[src/flut_pkg.sv]
// Constants, register map and carrier types for the fan table entry bank.
// Assumes a 100 MHz AHB-Lite clock; no other file is needed.
package flut_pkg;

    // Register indices; byte address is four times the index
    localparam logic [7:0] IDX_E3_LIMIT = 8'h54;
    localparam logic [7:0] IDX_E3_DUTY  = 8'h55;
    localparam logic [7:0] IDX_E4_LIMIT = 8'h56;
    localparam logic [7:0] IDX_E4_DUTY  = 8'h57;
    localparam logic [7:0] IDX_CTRL     = 8'h4a;
    localparam logic [7:0] IDX_OFFSET   = 8'h4e;
    localparam logic [7:0] IDX_STATUS   = 8'h60;
    localparam logic [7:0] IDX_STRIDE   = 8'h02;

    // Table control field positions
    localparam int CTRL_TEMP_HIRES = 0;
    localparam int CTRL_DUTY_HIRES = 1;
    localparam int CTRL_FREQ_HIGH  = 2;
    localparam int CTRL_WR_EN      = 5;

    // Status field positions
    localparam int STAT_HIT_LSB  = 0;
    localparam int STAT_DUTY_LSB = 8;

    // Values after reset
    localparam logic [7:0] LIMIT_RST  = 8'h7f;
    localparam logic [7:0] DUTY_RST   = 8'h3f;
    localparam logic [7:0] CTRL_RST   = 8'h00;
    localparam logic [7:0] OFFSET_RST = 8'h00;

    // Sizes
    localparam int NUM_ENTRIES = 2;
    localparam int TEMP_W      = 11;
    localparam int CMP_W       = 10;

    // One table entry as stored
    typedef struct packed {
        logic       half_degree;
        logic [6:0] whole_degrees;
    } flut_limit_s;

    typedef struct packed {
        logic [1:0] extended_bits;
        logic [5:0] base_bits;
    } flut_duty_s;

    // Captured AHB address phase
    typedef struct packed {
        logic       valid;
        logic       write;
        logic [7:0] idx;
    } flut_aphase_s;

endpackage
[src/flut_lut_entries.sv]
// Third and fourth entries of the fan duty table, with an AHB-Lite slave.
// Assumes remote_temp is the filtered, unsigned 1/8 degree reading and
// lower_duty is the duty chosen by the lower table entries.
//
// Functional notes
// - Low-res limit: bit 7 ignored, reads zero
// - High-res limit: half-degree steps to 127.5
// - Low-res limit: whole degrees 0 to 127
// - Above entry 3 limit, entry 3 duty
// - Above entry 4 limit, entry 4 duty
// - Compare 9 temperature bits high, 8 low
// - Limits non-negative; sign assumed zero
// - Table offset added to limit first
// - Low-res duty: bits 7:6 ignored, read zero
// - High-res duty: eight-bit concatenated value
// - Extended duty only at high frequency
// - Low-res duty uses lower six bits
`timescale 1ns/1ps

module flut_lut_entries (
    // Clock and reset
    input  wire logic                       hclk,
    input  wire logic                       hresetn,
    // AHB-Lite slave
    input  wire logic                       hsel,
    input  wire logic [31:0]                haddr,
    input  wire logic [1:0]                 htrans,
    input  wire logic                       hwrite,
    input  wire logic [2:0]                 hsize,
    input  wire logic [31:0]                hwdata,
    input  wire logic                       hready,
    output logic                            hreadyout,
    output logic                            hresp,
    output logic [31:0]                     hrdata,
    // Temperature and duty path
    input  wire logic [flut_pkg::TEMP_W-1:0] remote_temp,
    input  wire logic [7:0]                 lower_duty,
    output logic [7:0]                      pwm_duty,
    output logic [flut_pkg::NUM_ENTRIES-1:0] entry_hit
);

    flut_pkg::flut_aphase_s                 aphase_q;
    flut_pkg::flut_limit_s                  limit_q [flut_pkg::NUM_ENTRIES];
    flut_pkg::flut_duty_s                   duty_q  [flut_pkg::NUM_ENTRIES];
    logic [7:0]                             ctrl_q;
    logic [7:0]                             offset_q;
    logic                                   rd_wait_q;
    logic                                   hreadyout_q;
    logic                                   hresp_q;
    logic [31:0]                            hrdata_q;
    logic [7:0]                             pwm_duty_q;
    logic [flut_pkg::NUM_ENTRIES-1:0]       entry_hit_q;

    logic                                   take;
    logic                                   wr_now;
    logic                                   temp_hires;
    logic                                   duty_hires;
    logic                                   freq_high;
    logic                                   tbl_wr_en;
    logic [flut_pkg::NUM_ENTRIES-1:0]       hit;
    logic [7:0]                             duty_val [flut_pkg::NUM_ENTRIES];
    logic [31:0]                            ent_rd   [flut_pkg::NUM_ENTRIES];
    // Unpacked so each entry's process owns its own select bit
    logic                                   ent_sel  [flut_pkg::NUM_ENTRIES];
    logic [31:0]                            rd_mux;
    logic [7:0]                             duty_d;

    // Mode decode from the table control register
    assign temp_hires = ctrl_q[flut_pkg::CTRL_TEMP_HIRES];
    assign duty_hires = ctrl_q[flut_pkg::CTRL_DUTY_HIRES];
    assign freq_high  = ctrl_q[flut_pkg::CTRL_FREQ_HIGH];
    assign tbl_wr_en  = ctrl_q[flut_pkg::CTRL_WR_EN];

    // Transfer accepted; only low-page addresses decode, byte offset bits ignored
    assign take   = hsel & htrans[1] & hready;
    assign wr_now = aphase_q.valid & aphase_q.write;

    // Address phase capture
    always_ff @(posedge hclk or negedge hresetn) begin
        if (!hresetn) begin
            aphase_q <= '0;
        end else if (hready) begin
            aphase_q.valid <= take && (haddr[31:10] == 22'h0);
            aphase_q.write <= hwrite;
            aphase_q.idx   <= haddr[9:2];
        end
    end

    // Reads take one wait state so a write just before is seen
    always_ff @(posedge hclk or negedge hresetn) begin
        if (!hresetn) begin
            rd_wait_q   <= 1'b0;
            hreadyout_q <= 1'b1;
            hresp_q     <= 1'b0;
        end else begin
            rd_wait_q   <= take & ~hwrite;
            hreadyout_q <= ~(take & ~hwrite);
            hresp_q     <= 1'b0;
        end
    end

    // Read data latched in the wait state
    always_ff @(posedge hclk or negedge hresetn) begin
        if (!hresetn) begin
            hrdata_q <= 32'h0;
        end else if (rd_wait_q) begin
            hrdata_q <= aphase_q.valid ? rd_mux : 32'h0;
        end
    end

    // Control and offset registers stay writable at all times
    always_ff @(posedge hclk or negedge hresetn) begin
        if (!hresetn) begin
            ctrl_q   <= flut_pkg::CTRL_RST;
            offset_q <= flut_pkg::OFFSET_RST;
        end else if (wr_now) begin
            if (aphase_q.idx == flut_pkg::IDX_CTRL) begin
                ctrl_q <= hwdata[7:0];
            end
            if (aphase_q.idx == flut_pkg::IDX_OFFSET) begin
                offset_q <= hwdata[7:0];
            end
        end
    end

    // Per-entry storage, comparison and readback
    for (genvar i = 0; i < flut_pkg::NUM_ENTRIES; i++) begin : g_ent
        localparam logic [7:0] LIM_IDX = 8'(flut_pkg::IDX_E3_LIMIT
                                            + flut_pkg::IDX_STRIDE * i);
        localparam logic [7:0] DUT_IDX = 8'(flut_pkg::IDX_E3_DUTY
                                            + flut_pkg::IDX_STRIDE * i);
        logic [flut_pkg::CMP_W-1:0] t_cmp;
        logic [flut_pkg::CMP_W-1:0] l_cmp;

        always_ff @(posedge hclk or negedge hresetn) begin
            if (!hresetn) begin
                limit_q[i] <= flut_pkg::LIMIT_RST;
                duty_q[i]  <= flut_pkg::DUTY_RST;
            end else if (wr_now && tbl_wr_en) begin
                if (aphase_q.idx == LIM_IDX) begin
                    limit_q[i].whole_degrees <= hwdata[6:0];
                    if (temp_hires) begin
                        limit_q[i].half_degree <= hwdata[7];
                    end
                end
                if (aphase_q.idx == DUT_IDX) begin
                    duty_q[i].base_bits <= hwdata[5:0];
                    if (duty_hires) begin
                        duty_q[i].extended_bits <= hwdata[7:6];
                    end
                end
            end
        end

        // Limit and reading aligned; the zero top bits keep both positive
        always_comb begin
            if (temp_hires) begin
                t_cmp = {1'b0, remote_temp[10:2]};
                l_cmp = {2'b00, limit_q[i].whole_degrees,
                         limit_q[i].half_degree}
                        + {1'b0, offset_q, 1'b0};
            end else begin
                t_cmp = {2'b00, remote_temp[10:3]};
                l_cmp = {3'b000, limit_q[i].whole_degrees}
                        + {2'b00, offset_q};
            end
        end

        assign hit[i] = t_cmp > l_cmp;

        assign duty_val[i] = (duty_hires && freq_high) ? duty_q[i]
                                                       : {2'b00,
                                                      duty_q[i].base_bits};

        // Readback hides bits that the current mode ignores
        always_comb begin
            ent_sel[i] = 1'b1;
            if (aphase_q.idx == LIM_IDX) begin
                ent_rd[i] = {24'h0,
                             temp_hires & limit_q[i].half_degree,
                             limit_q[i].whole_degrees};
            end else if (aphase_q.idx == DUT_IDX) begin
                ent_rd[i] = {24'h0,
                             duty_hires ? duty_q[i].extended_bits : 2'b00,
                             duty_q[i].base_bits};
            end else begin
                ent_sel[i] = 1'b0;
                ent_rd[i]  = 32'h0;
            end
        end
    end

    // Read multiplexer; unmapped addresses read zero
    always_comb begin
        rd_mux = 32'h0;
        if (aphase_q.idx == flut_pkg::IDX_CTRL) begin
            rd_mux = {24'h0, ctrl_q};
        end else if (aphase_q.idx == flut_pkg::IDX_OFFSET) begin
            rd_mux = {24'h0, offset_q};
        end else if (aphase_q.idx == flut_pkg::IDX_STATUS) begin
            rd_mux[flut_pkg::STAT_DUTY_LSB +: 8] = pwm_duty_q;
            rd_mux[flut_pkg::STAT_HIT_LSB +: flut_pkg::NUM_ENTRIES] =
                entry_hit_q;
        end else begin
            for (int k = 0; k < flut_pkg::NUM_ENTRIES; k++) begin
                if (ent_sel[k]) begin
                    rd_mux = ent_rd[k];
                end
            end
        end
    end

    // Higher entry wins, as its limit sits further up the curve
    always_comb begin
        duty_d = lower_duty;
        if (hit[0]) begin
            duty_d = duty_val[0];
        end
        if (hit[1]) begin
            duty_d = duty_val[1];
        end
    end

    // Registered duty output
    always_ff @(posedge hclk or negedge hresetn) begin
        if (!hresetn) begin
            pwm_duty_q  <= 8'h00;
            entry_hit_q <= '0;
        end else begin
            pwm_duty_q  <= duty_d;
            entry_hit_q <= hit;
        end
    end

    // Outputs straight from flops
    assign hreadyout = hreadyout_q;
    assign hresp     = hresp_q;
    assign hrdata    = hrdata_q;
    assign pwm_duty  = pwm_duty_q;
    assign entry_hit = entry_hit_q;

endmodule

[config.mk]
export PLATFORM = sky130hd
export DESIGN_NAME = flut_lut_entries
export DESIGN_NICKNAME = d
export VERILOG_FILES = /design/src/flut_pkg.sv /design/src/flut_lut_entries.sv
export SDC_FILE = /design/constraint.sdc
export NUM_CORES = 1
export LEC_CHECK = 0
export BUFFER_PORTS_ARGS = -buffer_cell sky130_fd_sc_hd__buf_2
export CAP_MARGIN = 30
export CORE_MARGIN = 1
export CORE_UTILIZATION = 54
export CTS_BUF_LIST = sky130_fd_sc_hd__clkbuf_16
export DETAILED_ROUTE_END_ITERATION = 10
export GPL_TIMING_DRIVEN = 0
export PLACE_DENSITY = 0.79
export REMOVE_ABC_BUFFERS = 1
export SLEW_MARGIN = 20
export SYNTH_ARGS = -nofsm -noshare
export SYNTH_HDL_FRONTEND = slang
export SYNTH_SLANG_ARGS = --single-unit
[constraint.sdc]
create_clock -name hclk -period 3.9 [get_ports hclk]
set_input_delay 0.585 -clock hclk [delete_from_list [all_inputs] [get_ports hclk]]
set_output_delay 0.585 -clock hclk [all_outputs]
set_load 0.02 [all_outputs]
==> summary.md, run 1 <==
Clock sink count: 86. The average vias per placed instance is 5.846. The final HPWL from detailed placement came out at 9153 um.

The predominant post-synthesis flop cell was dfrtp_1. After synthesis, the netlist uses 60 different library cells. The synthesized netlist occupies a cell area of 5381 um2.

The count of input and output buffers was 87; the number of buffers on the longest clock path was 2. The worst register-to-register path begins at limit_q[8]. After filler insertion, the fill cell instance count of the layout stands at 713.

Setup repair after global routing could not meet its margin everywhere. The overall die height is 101.8 um, and the antenna diode instance count is 0. The worst-case vdd ir drop is 0.2301 mV, and the number of violations of the max-capacitance limit is 0. The root buffer cell is clkbuf_16. The source-to-sink clock delay at the later pin of the worst-skew pair came out at 0.33 ns. The first global-routing pass estimated 19,690 um of wire. The final reports fail on setup timing.

The fraction of the cycle the final worst path needs is 101.1%, and the final core area utilization is 65.38%. Counting tap cells, the placed design contains a total of 700 instances. Buffers inserted during clock tree synthesis total 9. The post-route netlist has 41.32% of its cells at a drive strength greater than 1. The tools report the via count of the first global-routing pass as 4,111. The run gives 4.12 ns as the required time at the worst-slack endpoint.

In this run the critical register-to-register path is captured at pwm_duty[1]. The count of nets after finishing was 715. The flow ran to the end, but the final reports show violations. For the top achievable clock speed, the log shows 253.7 MHz. The tools report the final number of hold-violating endpoints as 0. After clock tree synthesis, the clock-pin slew on the worst setup and hold paths is 0.06 ns. The pre-antenna-repair detailed-routing pass consisted of 5 iterations.

The count of flip-flops with a built-in enable after synthesis was 0; the remaining max-slew budget at the tightest pin was 36.71%. The number of placed I/O pins came out at 137. The tools report the routability-driven placement congestion ratio as 0.8648. The floorplan step defined a die boundary enclosing 10,370 um2. Of all flip-flops after synthesis, the portion carrying an async set or reset was 100.0%. The final non-filler cell area is 6361 um2, and the worst reg-to-reg path cell count is 16.

The logs give -0.04211 ns for the worst setup slack after layout and 12,600 um for the total detailed-routing wirelength. Summing the sequential cell areas from Yosys gives 40.62% of the chip area. After the flow finishes, the layout carries non-filler instances totaling 726. The run gives 50 as the maximum number of pins on one net before global-route repair. For this run, the total global-route usage over all layers was measured as 24.86%. The placement-stage cell area is 5864 um2, and the number of warning messages in the yosys log is 0.

The final-layout worst hold slack was 0.2140 ns; the post-synthesis register bit count was 86. For the number of antenna violations at the first check in global routing, the log shows 0. The cell count after synthesis came out at 500. The tools report the worst endpoint data arrival time as 4.16 ns. The shortest period the worst path allows was 3.942 ns; the initial core utilization was 55.31%. After detailed routing, the average wire length per cell comes to 17.35 um. The run gives 36 as the number of standard-cell rows in the floorplan. The post-route clock skew came out at 0.008914 ns. The run gives -0.2227 ns as the post-placement setup slack. The highest net fanout along the worst path is 8.

TritonCTS built the clock tree. The area growth from synthesis to layout is 18.21%. The number of failing setup endpoints in the final timing report was 6; the total via count in the routed design was 4,244.

In this run the worst hold path is classified as in2async. The total number of H-tree levels came out at 3. The detailed router finished its first iteration with 213 violations. STA classifies the critical path startpoint as a register. The critical path in this run is classified as reg2reg. The worst setup path is captured at a register.

A synthesized cell averages 10.76 um2. The number of pins with negative max-slew slack in the final report is 0, and the transition at the pin with the smallest max-transition slack is 0.9494 ns. The analysis attributes to cell leakage a power of 0.002971 uW. For flop-to-flop paths, the worst setup slack is -0.04 ns. The detail route stage leaves a number of antenna-violating nets equal to 0.

The global-route congestion overflow total is 0, and the area of the core is 9729 um2. In the routed design, unresolved DRC markers number 0. Power density relative to cell area: 312.9 nW/um2. X dimension of the die: 101.8 um.
==> sequential cells by signal, summed over array words and instances (netlist names) <==
signal     cells
aphase_q      10
ctrl_q         8
duty_q        16
entry_hit      2
hrdata        16
hreadyout      1
limit_q       16
offset_q       8
pwm_duty       8
rd_wait_q      1
==> Yosys cell counts, types with 2 or more instances <==
| cell type | instances | area, um2 |
|---|---|---|
| a211oi_1 | 2 | 15.01 |
| nand2b_1 | 4 | 25.02 |
| o21ai_0 | 39 | 195.2 |
| nor2b_1 | 10 | 62.56 |
| buf_2 | 5 | 25.02 |
| ha_1 | 32 | 400.4 |
| a21o_1 | 4 | 30.03 |
| nand2_1 | 28 | 105.1 |
| nor4_1 | 6 | 37.54 |
| o22ai_1 | 8 | 50.05 |
| nand4_1 | 6 | 37.54 |
| o21a_1 | 3 | 22.52 |
| nor2_1 | 14 | 52.55 |
| xnor2_1 | 9 | 78.83 |
| o221ai_1 | 4 | 35.03 |
| a31oi_1 | 3 | 18.77 |
| o2111ai_1 | 8 | 70.07 |
| nor3_1 | 5 | 25.02 |
| o21bai_1 | 2 | 15.01 |
| a21oi_1 | 17 | 85.08 |
| and3_1 | 2 | 12.51 |
| mux2i_1 | 17 | 170.2 |
| dfrtp_1 | 59 | 1476 |
| mux4_2 | 6 | 135.1 |
| nand3_1 | 9 | 45.04 |
| or2_2 | 3 | 18.77 |
| mux2_2 | 69 | 777.0 |
| dfstp_2 | 27 | 709.4 |
| buf_4 | 17 | 127.6 |
| clkbuf_1 | 14 | 52.55 |
| fa_1 | 2 | 40.04 |
| inv_1 | 38 | 142.6 |
==> report_power, final <==
part | leakage [uW] | internal (uW) | total [uW] | switching, uW
clock | 0.000124 | 431 | 783 | 352
combinational | 0.00181 | 113 | 236 | 122
sequential | 0.00104 | 928 | 971 | 43.6
total | 0.00297 | 1470 | 1990 | 518
==> placed cells by master, fill, tap and decap left out, types with 10 or more instances in the layout <==
| master | n |
|---|---|
| buf_2 | 86 |
| mux2_2 | 60 |
| dfrtp_1 | 59 |
| o21ai_0 | 39 |
| inv_1 | 37 |
| ha_1 | 30 |
| nand2_1 | 28 |
| dfstp_2 | 27 |
| mux2i_1 | 17 |
| conb_1 | 17 |
| a21oi_1 | 15 |
| nor2_1 | 13 |
| mux2_4 | 10 |
==> per-stage QoR <==
step	TNS (ns)	power [uW]
2_1_floorplan	0	1098
3_3_place_gp	-0.5924	1192
3_5_place_dp	-1.168	1204
4_1_cts	0	1995
5_1_grt	-1.334	2068
6_report	-0.1411	1990
==> critical path, cell delays in order (launching register included) <==
cell,delay [ns]
dfstp_2,0.56
ha_4,0.15
inv_2,0.04
fa_2,0.34
nor2b_2,0.14
o31a_1,0.18
o21a_1,0.16
nor2_2,0.05
xnor2_2,0.18
mux2i_1,0.11
ha_1,0.33
a22o_1,0.24
nor4_4,0.31
o221ai_2,0.16
o211ai_4,0.25
mux2_4,0.36
mux2_4,0.28
==> what timing repair did <==
action,in CTS,in global routing
endpoints found under the setup margin,6,8
pin swaps,6,10
hold buffers,0,0
setup buffers,7,3
gates resized for setup,14,16
==> cells by family after synthesis <==
group	count (synthesis)	synth area share [%]
xor+xnor	9	1.465
buf+inv	75	6.533
simple gates	102	10.90
flops	86	40.62
other cells	1	0.06968
compound gates	99	11.63
mux	94	20.60
fa+ha+maj	34	8.184
==> routing by layer <==
| layer | share of wire (%) | up-vias | GRT usage (%) |
|---|---|---|---|
| li1 | - | 1966 | - |
| met1 | 40 | 2093 | 30.71 |
| met2 | 52 | 152 | 43.09 |
| met3 | 5.1 | 33 | 4.446 |
| met4 | 2.9 | 0 | 10.33 |
| met5 | 0 | - | 0 |
==> final cells by class <==
type / instances / area, um2 / area share [%]
inverter: 38 / 142.6 / 2.242
sequential: 86 / 2186 / 34.36
clock inverter: 7 / 47.55 / 0.7474
timing repair buffer: 98 / 551.8 / 8.674
multi-input combinational: 355 / 3042 / 47.82
clock buffer: 9 / 225.2 / 3.541
tap: 133 / 166.4 / 2.616
==> worst max path at each step <==
stage	depth (start not counted)	slack [ns]	endpoint	start
2_1_floorplan	15	0.34	pwm_duty[0]	limit_q[8]
3_3_place_gp	16	-0.12	pwm_duty[0]	limit_q[8]
3_5_place_dp	16	-0.22	pwm_duty[0]	limit_q[8]
4_1_cts	14	0.0002	pwm_duty[0]	offset_q[0]
5_1_grt	16	-0.21	pwm_duty[0]	limit_q[8]
6_report	16	-0.04	pwm_duty[1]	limit_q[8]
(Power assumes the default switching activity.)
==> inputs of run 2 (changes only) <==
--- a/config.mk
+++ b/config.mk
@@ -7,12 +7,13 @@
 export LEC_CHECK = 0
 export BUFFER_PORTS_ARGS = -buffer_cell sky130_fd_sc_hd__buf_2
 export CAP_MARGIN = 30
-export CORE_MARGIN = 1
+export CORE_MARGIN = 2
 export CORE_UTILIZATION = 54
 export CTS_BUF_LIST = sky130_fd_sc_hd__clkbuf_16
 export DETAILED_ROUTE_END_ITERATION = 10
 export GPL_TIMING_DRIVEN = 0
 export PLACE_DENSITY = 0.79
+export RECOVER_POWER = 100
 export REMOVE_ABC_BUFFERS = 1
 export SLEW_MARGIN = 20
 export SYNTH_ARGS = -nofsm -noshare
==> constraint.sdc (replaced) <==
create_clock -name hclk -period 4.24 [get_ports hclk]
set_input_delay 0.636 -clock hclk [delete_from_list [all_inputs] [get_ports hclk]]
set_output_delay 0.636 -clock hclk [all_outputs]
set_load 0.02 [all_outputs]
==> run 2 against run 1 <==
The flow finishes with violations (capacitance limit, slew limit); total power down 9.4%; flip-flop and latch count unchanged; sequential power down 8.3%; via count down 3.1%; count of clock-buffer cells in the layout unchanged; register-to-register slack better by 0.21 ns; clock power down 8.0%; highest routed layer unchanged.
==> summary.md, run 2 (synthesized netlist as in run 1, its figures left out) <==
Top achievable clock speed: 245.4 MHz (-3.2%). Most common library cell in the layout ignoring fill and taps: mux2_2. The total number of H-tree levels was 3 (unchanged); the count of nets after finishing was 709 (-0.84%). For the global-route congestion overflow total, the log shows 0 (unchanged). The tools report the worst setup slack after layout as 0.1656 ns (+0.2077 ns). The remaining max-slew budget at the tightest pin was -28.78% (-65 points); the final number of hold-violating endpoints was 0 (unchanged).

The shortest period the worst path allows came out at 4.074 ns (+0.1323 ns). The tools report the kind of start point of the critical path as a register. The post-route clock skew was 0.008772 ns (-0.0001423 ns). The checks that failed: capacitance limit, slew limit. The average wire length per cell after detail routing is 17.09 um (-1.5%), and the leakage dissipation is 0.002725 uW (-8.3%). The clock-pin slew on the worst setup and hold paths was 0.06 ns (about the same); the source-to-sink clock delay at the later pin of the worst-skew pair was 0.34 ns (about the same). The tools report the critical path endpoint category as a register. The number of placed I/O pins came out at 137 (unchanged). For the worst endpoint data arrival time, the log shows 4.30 ns (+0.14 ns). The logs give 2 (unchanged) for the number of buffers on the longest clock path and 50 (unchanged) for the maximum number of pins on one net before global-route repair.

The clock sink count is 86 (unchanged). X dimension of the die: 103.8 um (+2.0%). The power density relative to cell area is 297.6 nW/um2 (-4.9%), and the transition at the pin with the smallest max-transition slack is 1.932 ns (+0.9824 ns). For the first-pass GRT wire length, the log shows 20,400 um (+3.6%). On the critical path, the stage with the largest delay is an instance of dfstp_2.

For the number of clock buffers inserted by TritonCTS, the log shows 9 (unchanged). The area of the core is 9729 um2 (unchanged). The fraction of layout cells with a size suffix above 1 was 31.91% (-9.4 points); the number of antenna violations at the first check in global routing was 0 (unchanged). The run gives 0.1611 mV (-30%) as the worst-case vdd ir drop.

The count of input and output buffers is 87 (unchanged). The final HPWL from detailed placement is 9117 um (-0.40%), and the number of detailed-routing iterations run before antenna repair is 5 (unchanged). The total detailed-routing wirelength was 12,290 um (-2.5%). For the final core area utilization, the log shows 62.31% (-3.1 points). TritonCTS built the clock tree. The final-layout fill cell count is 802 (+12%), and the average vias per placed instance is 5.720 (-2.1%). The tree is rooted in a clkbuf_16. The total via count in the routed design is 4,113 (-3.1%), and the via count of the first global-routing pass is 4,171 (+1.5%).

The required time at the worst-slack endpoint was 4.46 ns (+0.34 ns). The overall die height was 103.8 um (+2.0%). The area of the die was 10,780 um2 (+4.0%); the number of pins with negative max-slew slack in the final report was 49 (+49).

Worst min-delay path category: reg2reg. The count of routing violations after the opening detailed-route iteration was 178 (-16%). The critical path goes through ha_1 -> inv_1 -> fa_1 -> nor2b_2 -> o31a_1 -> o21a_1 -> nor2_1 -> xnor2_1 -> mux2i_1 -> ha_1 -> a22o_1 -> nor4_1 -> o221ai_1 -> o211ai_4 -> mux2_2 -> mux2_2.

The run gives 23.57% (-1.3 points) as the overall routing resource usage. The highest net fanout along the worst path was 8 (unchanged); the initial core utilization was 55.31% (unchanged). Leaving out fill and tap cells, the most frequent cells in the layout are 68 x mux2_2, 59 x dfrtp_1, 58 x buf_2. From synthesis to final layout, the design area changed by 12.65%. The post-placement setup slack was 0.07827 ns (+0.3010 ns); the number of antenna-violating nets in the routed design was 0 (unchanged). The number of violations of the max-capacitance limit was 2 (+2); the biggest cell delay along the critical path was 0.54 ns (-0.02 ns).

The number of failing setup endpoints in the final timing report is 0 (-6), and the number of standard-cell rows in the floorplan is 36 (unchanged). The post-detailed-route DRC marker count was 0 (unchanged). The fraction of the cycle the final worst path needs came out at 96.09% (-5.0 points). Setup TNS: 0 ns (+0.1411 ns). The routability-driven placement congestion ratio was 0.8939 (+3.4%). For the antenna diode instance count, the log shows 0 (unchanged).

The setup path with the least slack is of type reg2reg. The flow ran to the end, but the final reports show violations.
## run 2: changes by cell type in the layout (fill, tap and decap cells not counted), sizes merged
cell    previous run  this run
clkinv             2         1
buf               98        62
clkbuf             9        39
## run 2: timing repair
| item | CTS | global route |
|---|---|---|
| setup buffers | 0 | 3 |
| resized for setup | 0 | 2 |
| hold buffers | 0 | 0 |
| endpoints found under the setup margin | 0 | 6 |
## run 2: final timing paths
kind,from,to,slack (ns),depth (start not counted)
setup / recovery,limit_q[8],pwm_duty[3],0.17,16
hold / removal,pwm_duty[6],hrdata[14],0.48,2
setup reg to reg,limit_q[8],pwm_duty[3],0.17,16
hold reg to reg,pwm_duty[6],hrdata[14],0.48,2
max in group asynchronous,hresetn,offset_q[4],1.36,2
min in group asynchronous,hresetn,hrdata[14],0.83,1
## run 2: final cells by class
type,count,area [um2],area share (%)
multi-input combinational,355,2855,47.10
timing repair buffer,92,441.7,7.286
tap,133,166.4,2.745
clock inverter,6,45.04,0.7430
clock buffer,9,225.2,3.715
inverter,38,142.6,2.353
sequential,86,2186,36.06
## run 2: routing by layer
metal | wire length, um | global-route usage [%]
met1 | 5194 | 30.16
met2 | 6204 | 40.08
met3 | 613 | 4.594
met4 | 273 | 8.012
met5 | 0 | 0
## run 2: through the flow
step                      hold slack, ns  power [uW]  std cells  cell area (um2)
final                             0.4839        1804        719             6062
after global routing              0.5090        1877        719             6062
after CTS                         0.2756        1825        715             6135
after detailed placement          0.4714        1107        700             5864
after global placement            0.4605        1096        699             5834
after floorplan                   0.3404        1010        479             5233
## run 2: where the power goes
part | leakage (uW) | total, uW | switching (uW) | internal [uW]
Combinational | 0.00156 | 195 | 107 | 87.9
Sequential | 0.00104 | 890 | 36.4 | 853
Clock | 0.000124 | 720 | 324 | 396
## run 2: critical path: cells and delay by family (launching register included)
| family | cells | cell delay [ns] |
|---|---|---|
| and+or+nand+nor | 3 | 0.37 |
| xor gates and xnor gates | 1 | 0.24 |
| buffers and inverters | 1 | 0.06 |
| AOI/OAI and AO/OA | 5 | 1.04 |
| muxes | 3 | 0.78 |
| DFF | 1 | 0.54 |
| adders and majority gates | 3 | 0.91 |
